[src/rtl/rcco_pkg.sv]
package rcco_pkg;
  localparam int          RCCO_AW            = 12;
  localparam logic [11:0] RCCO_OFF_EXT       = 12'h070;
  localparam logic [11:0] RCCO_OFF_PRIMARY   = 12'h060;
  localparam logic [11:0] RCCO_OFF_STATUS    = 12'h074;
  localparam logic [31:0] RCCO_EXT_RESET     = 32'h07802810;
  localparam logic [31:0] RCCO_EXT_WMASK     = 32'h9F802870;
  localparam int          RCCO_USE_BIT       = 31;
  localparam int          RCCO_DIV_MSB       = 28;
  localparam int          RCCO_DIV_LSB       = 23;
  localparam int          RCCO_PWD_BIT       = 13;
  localparam int          RCCO_BYP_BIT       = 11;
  localparam int          RCCO_OSC_MSB       = 6;
  localparam int          RCCO_OSC_LSB       = 4;
  localparam int          RCCO_BASEDIV_MSB   = 26;
  localparam int          RCCO_BASEDIV_LSB   = 23;
  localparam logic [31:0] RCCO_PRIMARY_RESET = 32'h078E3AD1;
  localparam logic [31:0] RCCO_PRIMARY_WMASK = 32'h07C03BF3;
  localparam int          RCCO_PRI_OSC_MSB   = 5;
  localparam int          RCCO_PRI_OSC_LSB   = 4;
  localparam int          RCCO_VCO_MHZ       = 400;
  localparam int          RCCO_CLK_MHZ       = 25;
  localparam logic [2:0]  RCCO_OSC_MAIN      = 3'h0;
  localparam logic [2:0]  RCCO_OSC_INT       = 3'h1;
  localparam logic [2:0]  RCCO_OSC_INT_DIV4  = 3'h2;
  localparam logic [2:0]  RCCO_OSC_30K       = 3'h3;
  localparam logic [2:0]  RCCO_OSC_32K_EXT   = 3'h7;
  typedef struct packed {
    logic       pll_power_down;
    logic       pll_bypass_sel;
    logic [2:0] osc_source_sel;
    logic [6:0] sys_div_ratio;
  } rcco_cfg_t;
endpackage

[src/rtl/rcco_cfg_if.sv]
`timescale 1ns/1ps
interface rcco_cfg_if;
  import rcco_pkg::*;
  logic [31:0] ext_q;
  logic [31:0] pri_q;
  rcco_cfg_t   cfg;
  modport src (output ext_q, output pri_q, input cfg);
  modport sel (input ext_q, input pri_q, output cfg);
endinterface

[src/rtl/rcco_top.sv]
`timescale 1ns/1ps
// What this block does
// RULE1: Override bit 31 makes this register's fields win; resets to zero.
// RULE2: Divisor field bits 28:23, read/write, resets to 0x0F.
// RULE3: Six-bit divisor reaches beyond sixteen; all ones divides by 64.
// RULE4: Divisor applies to the fixed 400 MHz VCO when PLL is used.
// RULE5: Bit 13 powers down the PLL; resets to one.
// RULE6: Bit 11 bypasses the PLL; resets to one.
// RULE7: Oscillator select bits 6:4, resets to internal oscillator.
// RULE8: Source codes: 0 main, 1 internal, 2 internal/4, 3 30 kHz, 7 32 kHz.
// RULE9: Reserved bits read zero and ignore writes; software preserves them.
// RULE10: Register at offset 0x070, resets to 0x07802810.
// RULE11: Divide ratio is divisor field plus one.
module rcco_top
  import rcco_pkg::*;
(
  input  wire logic        hclk,
  input  wire logic        hresetn,
  input  wire logic        hsel,
  input  wire logic [31:0] haddr,
  input  wire logic [1:0]  htrans,
  input  wire logic        hwrite,
  input  wire logic [2:0]  hsize,
  input  wire logic [31:0] hwdata,
  input  wire logic        hready,
  output logic [31:0]      hrdata,
  output logic             hreadyout,
  output logic             hresp,
  output logic             pll_power_down,
  output logic             pll_bypass_sel,
  output logic [2:0]       osc_source_sel,
  output logic [6:0]       sys_div_ratio,
  output logic [9:0]       sys_clk_mhz_x16,
  output logic             sys_clk_tick
);
  logic [31:0] ext_q;
  logic [31:0] pri_q;
  logic        wr_pend_q;
  logic [11:0] wr_addr_q;
  rcco_cfg_t   cfg_q;
  rcco_cfg_if  cif ();

  // Address phase decode
  wire        addr_take = hsel && hready && htrans[1];
  wire [11:0] a_off     = haddr[RCCO_AW-1:0];
  wire        hit_ext   = a_off == RCCO_OFF_EXT;
  wire        hit_pri   = a_off == RCCO_OFF_PRIMARY;
  wire        hit_sts   = a_off == RCCO_OFF_STATUS;
  wire        wr_ext    = wr_pend_q && (wr_addr_q == RCCO_OFF_EXT); // RULE10
  wire        wr_pri    = wr_pend_q && (wr_addr_q == RCCO_OFF_PRIMARY);
  wire [31:0] sts_word  = {14'h0000, sys_clk_mhz_x16, cfg_q.pll_power_down,
                           cfg_q.pll_bypass_sel, cfg_q.osc_source_sel, 3'h0};
  wire [31:0] rd_word   = hit_ext ? ext_q : hit_pri ? pri_q : hit_sts ? sts_word : 32'h00000000;

  assign hreadyout = 1'b1;
  assign hresp     = 1'b0;

  always_ff @(posedge hclk or negedge hresetn) begin
    if (!hresetn) begin
      wr_pend_q <= 1'b0;
      wr_addr_q <= 12'h000;
      hrdata    <= 32'h00000000;
    end else begin
      wr_pend_q <= addr_take && hwrite;
      if (addr_take) begin
        wr_addr_q <= a_off;
        if (!hwrite) begin
          hrdata <= rd_word;
        end
      end
    end
  end

  // Reserved bits never take write data
  always_ff @(posedge hclk or negedge hresetn) begin
    if (!hresetn) begin
      ext_q <= RCCO_EXT_RESET; // RULE1 RULE2 RULE5 RULE6 RULE7 RULE10
      pri_q <= RCCO_PRIMARY_RESET;
    end else begin
      if (wr_ext) begin
        ext_q <= hwdata & RCCO_EXT_WMASK; // RULE9
      end
      if (wr_pri) begin
        pri_q <= hwdata & RCCO_PRIMARY_WMASK;
      end
    end
  end

  assign cif.ext_q = ext_q;
  assign cif.pri_q = pri_q;
  rcco_cfg_select u_sel (.cif(cif.sel));

  // Registered so the clock tree sees glitch-free controls
  always_ff @(posedge hclk or negedge hresetn) begin
    if (!hresetn) begin
      cfg_q <= '{pll_power_down: 1'b1, pll_bypass_sel: 1'b1,
                 osc_source_sel: RCCO_OSC_INT, sys_div_ratio: 7'h10};
    end else begin
      cfg_q <= cif.cfg;
    end
  end

  assign pll_power_down = cfg_q.pll_power_down;
  assign pll_bypass_sel = cfg_q.pll_bypass_sel;
  assign osc_source_sel = cfg_q.osc_source_sel; // RULE8
  assign sys_div_ratio  = cfg_q.sys_div_ratio;

  // Nominal 400 MHz VCO divided; scaled by 16 to keep fractions
  localparam logic [12:0] VCO_X16 = 13'(RCCO_VCO_MHZ * 16);
  wire         pll_used = !cfg_q.pll_bypass_sel && !cfg_q.pll_power_down;
  wire  [12:0] quot     = VCO_X16 / {6'h00, cfg_q.sys_div_ratio};
  // Ratios below seven overflow ten bits; saturate rather than wrap
  wire         quot_big = |quot[12:10];
  always_ff @(posedge hclk or negedge hresetn) begin
    if (!hresetn) begin
      sys_clk_mhz_x16 <= 10'h000;
    end else begin
      sys_clk_mhz_x16 <= pll_used ? (quot_big ? 10'h3FF : quot[9:0]) : 10'h000; // RULE4
    end
  end

  rcco_divider #(.RW(7)) u_div (
    .hclk    (hclk),
    .hresetn (hresetn),
    .ratio   (cfg_q.sys_div_ratio),
    .run     (pll_used),
    .tick    (sys_clk_tick)
  );

  ovr_reset_a: assert property (@(posedge hclk) $rose(hresetn) |-> ext_q == RCCO_EXT_RESET)
    else $error("ext reg not at reset value"); // RULE10
  rsv_zero_a: assert property (@(posedge hclk) disable iff (!hresetn)
    (ext_q & ~RCCO_EXT_WMASK) == 32'h00000000) else $error("reserved bit set"); // RULE9
  ovr_div_a: assert property (@(posedge hclk) disable iff (!hresetn)
    ext_q[RCCO_USE_BIT] |=> sys_div_ratio == {1'b0, $past(ext_q[28:23])} + 7'h01)
    else $error("override ratio wrong"); // RULE1
  div_max_a: assert property (@(posedge hclk) disable iff (!hresetn)
    (ext_q[31] && ext_q[28:23] == 6'h3F) |=> sys_div_ratio == 7'h40)
    else $error("all ones not 64"); // RULE3
  ratio_plus_a: assert property (@(posedge hclk) disable iff (!hresetn)
    ext_q[31] |=> sys_div_ratio != {1'b0, $past(ext_q[28:23])})
    else $error("ratio not plus one"); // RULE11
  pwd_follow_a: assert property (@(posedge hclk) disable iff (!hresetn)
    ext_q[31] |=> pll_power_down == $past(ext_q[13])) else $error("pwd wrong"); // RULE5
  byp_follow_a: assert property (@(posedge hclk) disable iff (!hresetn)
    ext_q[31] |=> pll_bypass_sel == $past(ext_q[11])) else $error("bypass wrong"); // RULE6
  osc_follow_a: assert property (@(posedge hclk) disable iff (!hresetn)
    ext_q[31] |=> osc_source_sel == $past(ext_q[6:4])) else $error("osc wrong"); // RULE7
  div_write_a: assert property (@(posedge hclk) disable iff (!hresetn)
    wr_ext |=> ext_q[28:23] == $past(hwdata[28:23])) else $error("divisor lost"); // RULE2
  freq_calc_a: assert property (@(posedge hclk) disable iff (!hresetn)
    (pll_used && sys_div_ratio == 7'h40) [*2] |-> sys_clk_mhz_x16 == 10'd100)
    else $error("vco not 400"); // RULE4

  ovr_on_c: cover property (@(posedge hclk) disable iff (!hresetn) $rose(ext_q[31]));
  pll_run_c: cover property (@(posedge hclk) disable iff (!hresetn) $rose(pll_used));
  div64_c: cover property (@(posedge hclk) disable iff (!hresetn) sys_div_ratio == 7'h40);
endmodule

[src/rtl/rcco_cfg_select.sv]
`timescale 1ns/1ps
module rcco_cfg_select
  import rcco_pkg::*;
(
  rcco_cfg_if.sel cif
);
  wire        use_alt_clock_config = cif.ext_q[RCCO_USE_BIT];
  wire [5:0]  sysclk_divisor_ext   = cif.ext_q[RCCO_DIV_MSB:RCCO_DIV_LSB];
  wire [3:0]  sysclk_divisor_base  = cif.pri_q[RCCO_BASEDIV_MSB:RCCO_BASEDIV_LSB];
  wire [2:0]  base_osc             = {1'b0, cif.pri_q[RCCO_PRI_OSC_MSB:RCCO_PRI_OSC_LSB]};
  wire [6:0]  ext_ratio            = {1'b0, sysclk_divisor_ext} + 7'h01;
  wire [6:0]  base_ratio           = {3'h0, sysclk_divisor_base} + 7'h01;
  // Override chooses every field as a group
  assign cif.cfg.pll_power_down = use_alt_clock_config ? cif.ext_q[RCCO_PWD_BIT]
                                                       : cif.pri_q[RCCO_PWD_BIT]; // RULE1 RULE5
  assign cif.cfg.pll_bypass_sel = use_alt_clock_config ? cif.ext_q[RCCO_BYP_BIT]
                                                       : cif.pri_q[RCCO_BYP_BIT]; // RULE1 RULE6
  assign cif.cfg.osc_source_sel = use_alt_clock_config ? cif.ext_q[RCCO_OSC_MSB:RCCO_OSC_LSB]
                                                       : base_osc; // RULE1 RULE7
  assign cif.cfg.sys_div_ratio  = use_alt_clock_config ? ext_ratio : base_ratio; // RULE3 RULE11
endmodule

[src/rtl/rcco_divider.sv]
`timescale 1ns/1ps
module rcco_divider #(
  parameter int RW = 7
) (
  input  wire logic          hclk,
  input  wire logic          hresetn,
  input  wire logic [RW-1:0] ratio,
  input  wire logic          run,
  output logic               tick
);
  logic [RW-1:0] cnt_q;
  initial begin
    if (RW < 7) $error("ratio width too small for divide by 64");
  end
  wire last = (cnt_q + {{(RW-1){1'b0}}, 1'b1}) >= ratio;
  // Model of the system clock enable: one pulse per ratio cycles
  always_ff @(posedge hclk or negedge hresetn) begin
    if (!hresetn) begin
      cnt_q <= '0;
      tick  <= 1'b0;
    end else begin
      tick  <= run && last;
      cnt_q <= (!run || last) ? '0 : cnt_q + {{(RW-1){1'b0}}, 1'b1};
    end
  end
endmodule

[config.mk]
export PLATFORM = sky130hd
export DESIGN_NAME = rcco_top
export DESIGN_NICKNAME = d
export VERILOG_FILES = /design/src/rtl/rcco_pkg.sv /design/src/rtl/rcco_cfg_if.sv /design/src/rtl/rcco_top.sv /design/src/rtl/rcco_cfg_select.sv /design/src/rtl/rcco_divider.sv
export SDC_FILE = /design/constraint.sdc
export NUM_CORES = 1
export LEC_CHECK = 0
export BUFFER_PORTS_ARGS = -buffer_cell sky130_fd_sc_hd__buf_4
export CAP_MARGIN = 20
export CORE_ASPECT_RATIO = 0.9
export CORE_MARGIN = 4
export CORE_UTILIZATION = 60
export CTS_BUF_LIST = sky130_fd_sc_hd__clkbuf_8
export DETAILED_ROUTE_END_ITERATION = 12
export MAX_ROUTING_LAYER = met4
export PLACE_DENSITY = 0.81
export SLEW_MARGIN = 10
export SYNTH_ARGS = -nofsm -noshare
export SYNTH_HDL_FRONTEND = slang
export SYNTH_SLANG_ARGS = --single-unit
[constraint.sdc]
create_clock -name hclk -period 22.4 [get_ports hclk]
set_input_delay 1.12 -clock hclk [delete_from_list [all_inputs] [get_ports hclk]]
set_output_delay 1.12 -clock hclk [all_outputs]
set_load 0.005 [all_outputs]
==> results.md <==
- Number of synthesized register bits: 98
- Post-Layout Cell Count: 1148
- Async set-or-reset flop fraction in the synthesized netlist: 100.0%
- Slowest library cell on the worst path: nor2_1
- Post-Place Worst Slack: 1538 ps
- Placement Cell Area: 0.008875 sq mm
- Maximum level of the CTS H-tree: 3
- # port buffers: 86
- Yosys cell types: 89
- Router iterations before antenna repair: 5
- Gp weighted congestion: 0.8977
- DR vias: around 7k
- Initial drt markers: 826
- Hold Buf Count CTS: 0
- Critical path class: reg -> reg
- Fin crit period: 20720 ps
- Critical Path AT: around 21000 ps
- Sequential-to-total area share from yosys stat: 30.68%
- Layout cells sized above 1: between 20% and 30%
- RSZ-0062 raised after global routing: false
- Root buffer cell: clkbuf_8
- Largest net degree at the start of global routing: 84
- GRT Total Usage: 27.33%
- Clock buffer depth: 2
- Most common cell in the netlist: nor2_1
- Vias in the first global route: 6803
- Synth top area cells: dfrtp_1, ha_1, mux2_2
- EDFF count, synth: 0
- CP max FO: 9
- Fin nets: between 1k and 1.5k
- Avg Inst Size Synth: 9.060 sq um
- P&R area growth vs syn: 13.24%
- Slew @ Worst Pin: 867.2 ps
- Reg clk slew, reported paths: 90 ps
- Post-DR wirelength/cell: 18.06 um
- Initial Util: 62.56%
- Hold Fails Final Rpt: 0
- Mapped Cells: 893
- CP max stage delay: between 600 and 700 ps
- Footprint of the multi-input gates: around 0.0054 sq mm
- Die width: 130.4 um
- # clock sinks: 98
- Commonest cells in the netlist: nor2_1, dfrtp_1, ha_1
- Placed cells: approximately 1.1k
- Vias/cell: 6.285
- Clk_skew: 8.736 ps
- Yosys warning count: 0
- Setup crit start kind: register
- F_max: 48.27 MHz
- Antenna Cells: 0
- Hold WC Path Type: reg -> reg
- Initial antenna violation count: 0
- Total core area: 0.01293 sq mm
- Mapped cell area: around 0.008 sq mm
- WL final: between 20 and 25 mm
- Period utilization: 92.48%
- Die Ht: 118.2 um
- CTS tree: built
- GRT overflow: 0
- Max cap viols: 0
- Total CTS buffers: 9
- Slew headroom: 41.97%
- Final ANT Viol Nets: 0
- Worst-Skew Late Latency: 360 ps
- CP required: 22640 ps
- FF/Latch Area: 0.002482 sq mm
- FILL cells: 1011
- Area leader, netlist: dfrtp_1
- TNS Setup: 0 ps
- Synth Flop Type: dfrtp_1
- Rows: 39
- Design Area, Final: 0.009161 sq mm
- IO Pins: 131
- Status: finished, final reports clean
- Hpwl dp: 15.71 mm
- DRC: 0
- DIE AREA: ~0.015 sq mm
- Endpoint class of the critical path: register
- Final WS setup: 1685 ps
- Top cell type's share of synthesized area: ~23%
- Max-slew violation count: 0
- CP dominant cell by count: ha_1
- Global-route wire length before repair: 33.60 mm
- Final setup violation count: 0
## worst paths after layout
| path | cells past startpoint | end | startpoint | slack, ps |
|---|---|---|---|---|
| worst max-delay path | 99 | sys_clk_mhz_x16[0] | sys_div_ratio[5] | 1680 |
| worst min-delay path | 2 | hrdata[15] | hrdata[15] | 470 |
| worst max register to register | 99 | sys_clk_mhz_x16[0] | sys_div_ratio[5] | 1680 |
| worst min register to register | 2 | hrdata[15] | hrdata[15] | 470 |
| max in group asynchronous | 3 | cif.pri_q[6] | hresetn | 20890 |
| min in group asynchronous | 1 | hrdata[0] | hresetn | 590 |
## layout by cell type (no fill, tap or decap), types with 9 or more instances in the layout
cell        n
buf_4     100
nor2_1     90
dfrtp_1    74
ha_1       66
nand2_1    65
mux2_2     59
a21oi_1    55
o21ai_0    42
nand3_1    36
inv_1      30
dfstp_2    24
xnor2_1    22
nand2b_1   21
o21a_1     17
nor3_1     17
xor2_1     16
nor2b_1    15
a21o_1     14
and3_1     13
mux2i_1    12
a221oi_1   11
clkbuf_8   11
o211ai_1    9
a31oi_1     9
## kinds of logic after synthesis
logic type,share of synthesized area [%]
simple gates,19.63
other cells,0.09283
buf+inv,3.650
flops,30.68
xor+xnor,4.114
mux,11.21
compound gates,20.41
fa+ha+maj,10.21
## cell type report
type / instances / area share, %
Multi-Input combinational cell: 738 / 58.40
Inverter: 30 / 1.229
Clock buffer: 11 / 1.653
Timing Repair Buffer: 102 / 8.795
Clock inverter: 5 / 0.5873
Tap cell: 164 / 2.240
Sequential cell: 98 / 27.10
## state kept, by name, summed over array words and instances (netlist names), 3 cells and up
name / flops
hrdata: 26
cif.ext_q: 12
sys_clk_mhz_x16: 10
cif.pri_q: 17
wr_addr_q: 12
u_div.cnt_q: 7
osc_source_sel: 3
sys_div_ratio: 7
## stage by stage
| stage | hold slack (ps) | util (%) |
|---|---|---|
| final | 473.8 | 70.85 |
| after global routing | 504.5 | 70.85 |
| after CTS | 478.5 | 70.22 |
| after detailed placement | 458.1 | 68.63 |
| after global placement | 452.4 | 68.63 |
| after floorplan | 462.6 | - |
## critical path: cells and delay by family (launching register included)
family / cells / cell delay, ps
adder cells (fa/ha/maj): 12 / 3590
multiplexers: 4 / 1060
AND/OR/NAND/NOR: 28 / 5360
AO/OA/AOI/OAI: 52 / 9740
flip-flops: 1 / 480
buffers and inverters: 3 / 350
## repair_timing
action	CTS	global route
buffers inserted	0	0
resized for setup	0	5
endpoints found under the setup margin	0	1
## layer usage
| layer | track usage [%] | part of all wire, % |
|---|---|---|
| met2 | 40.35 | 45 |
| met3 | 4.105 | 7.1 |
| met1 | 39.05 | 46 |
| met4 | 8.033 | 2.4 |
| met5 | - | 0 |
Power is not shown: default switching activity piles up to over one toggle a cycle in this logic, so the estimate is an artifact.
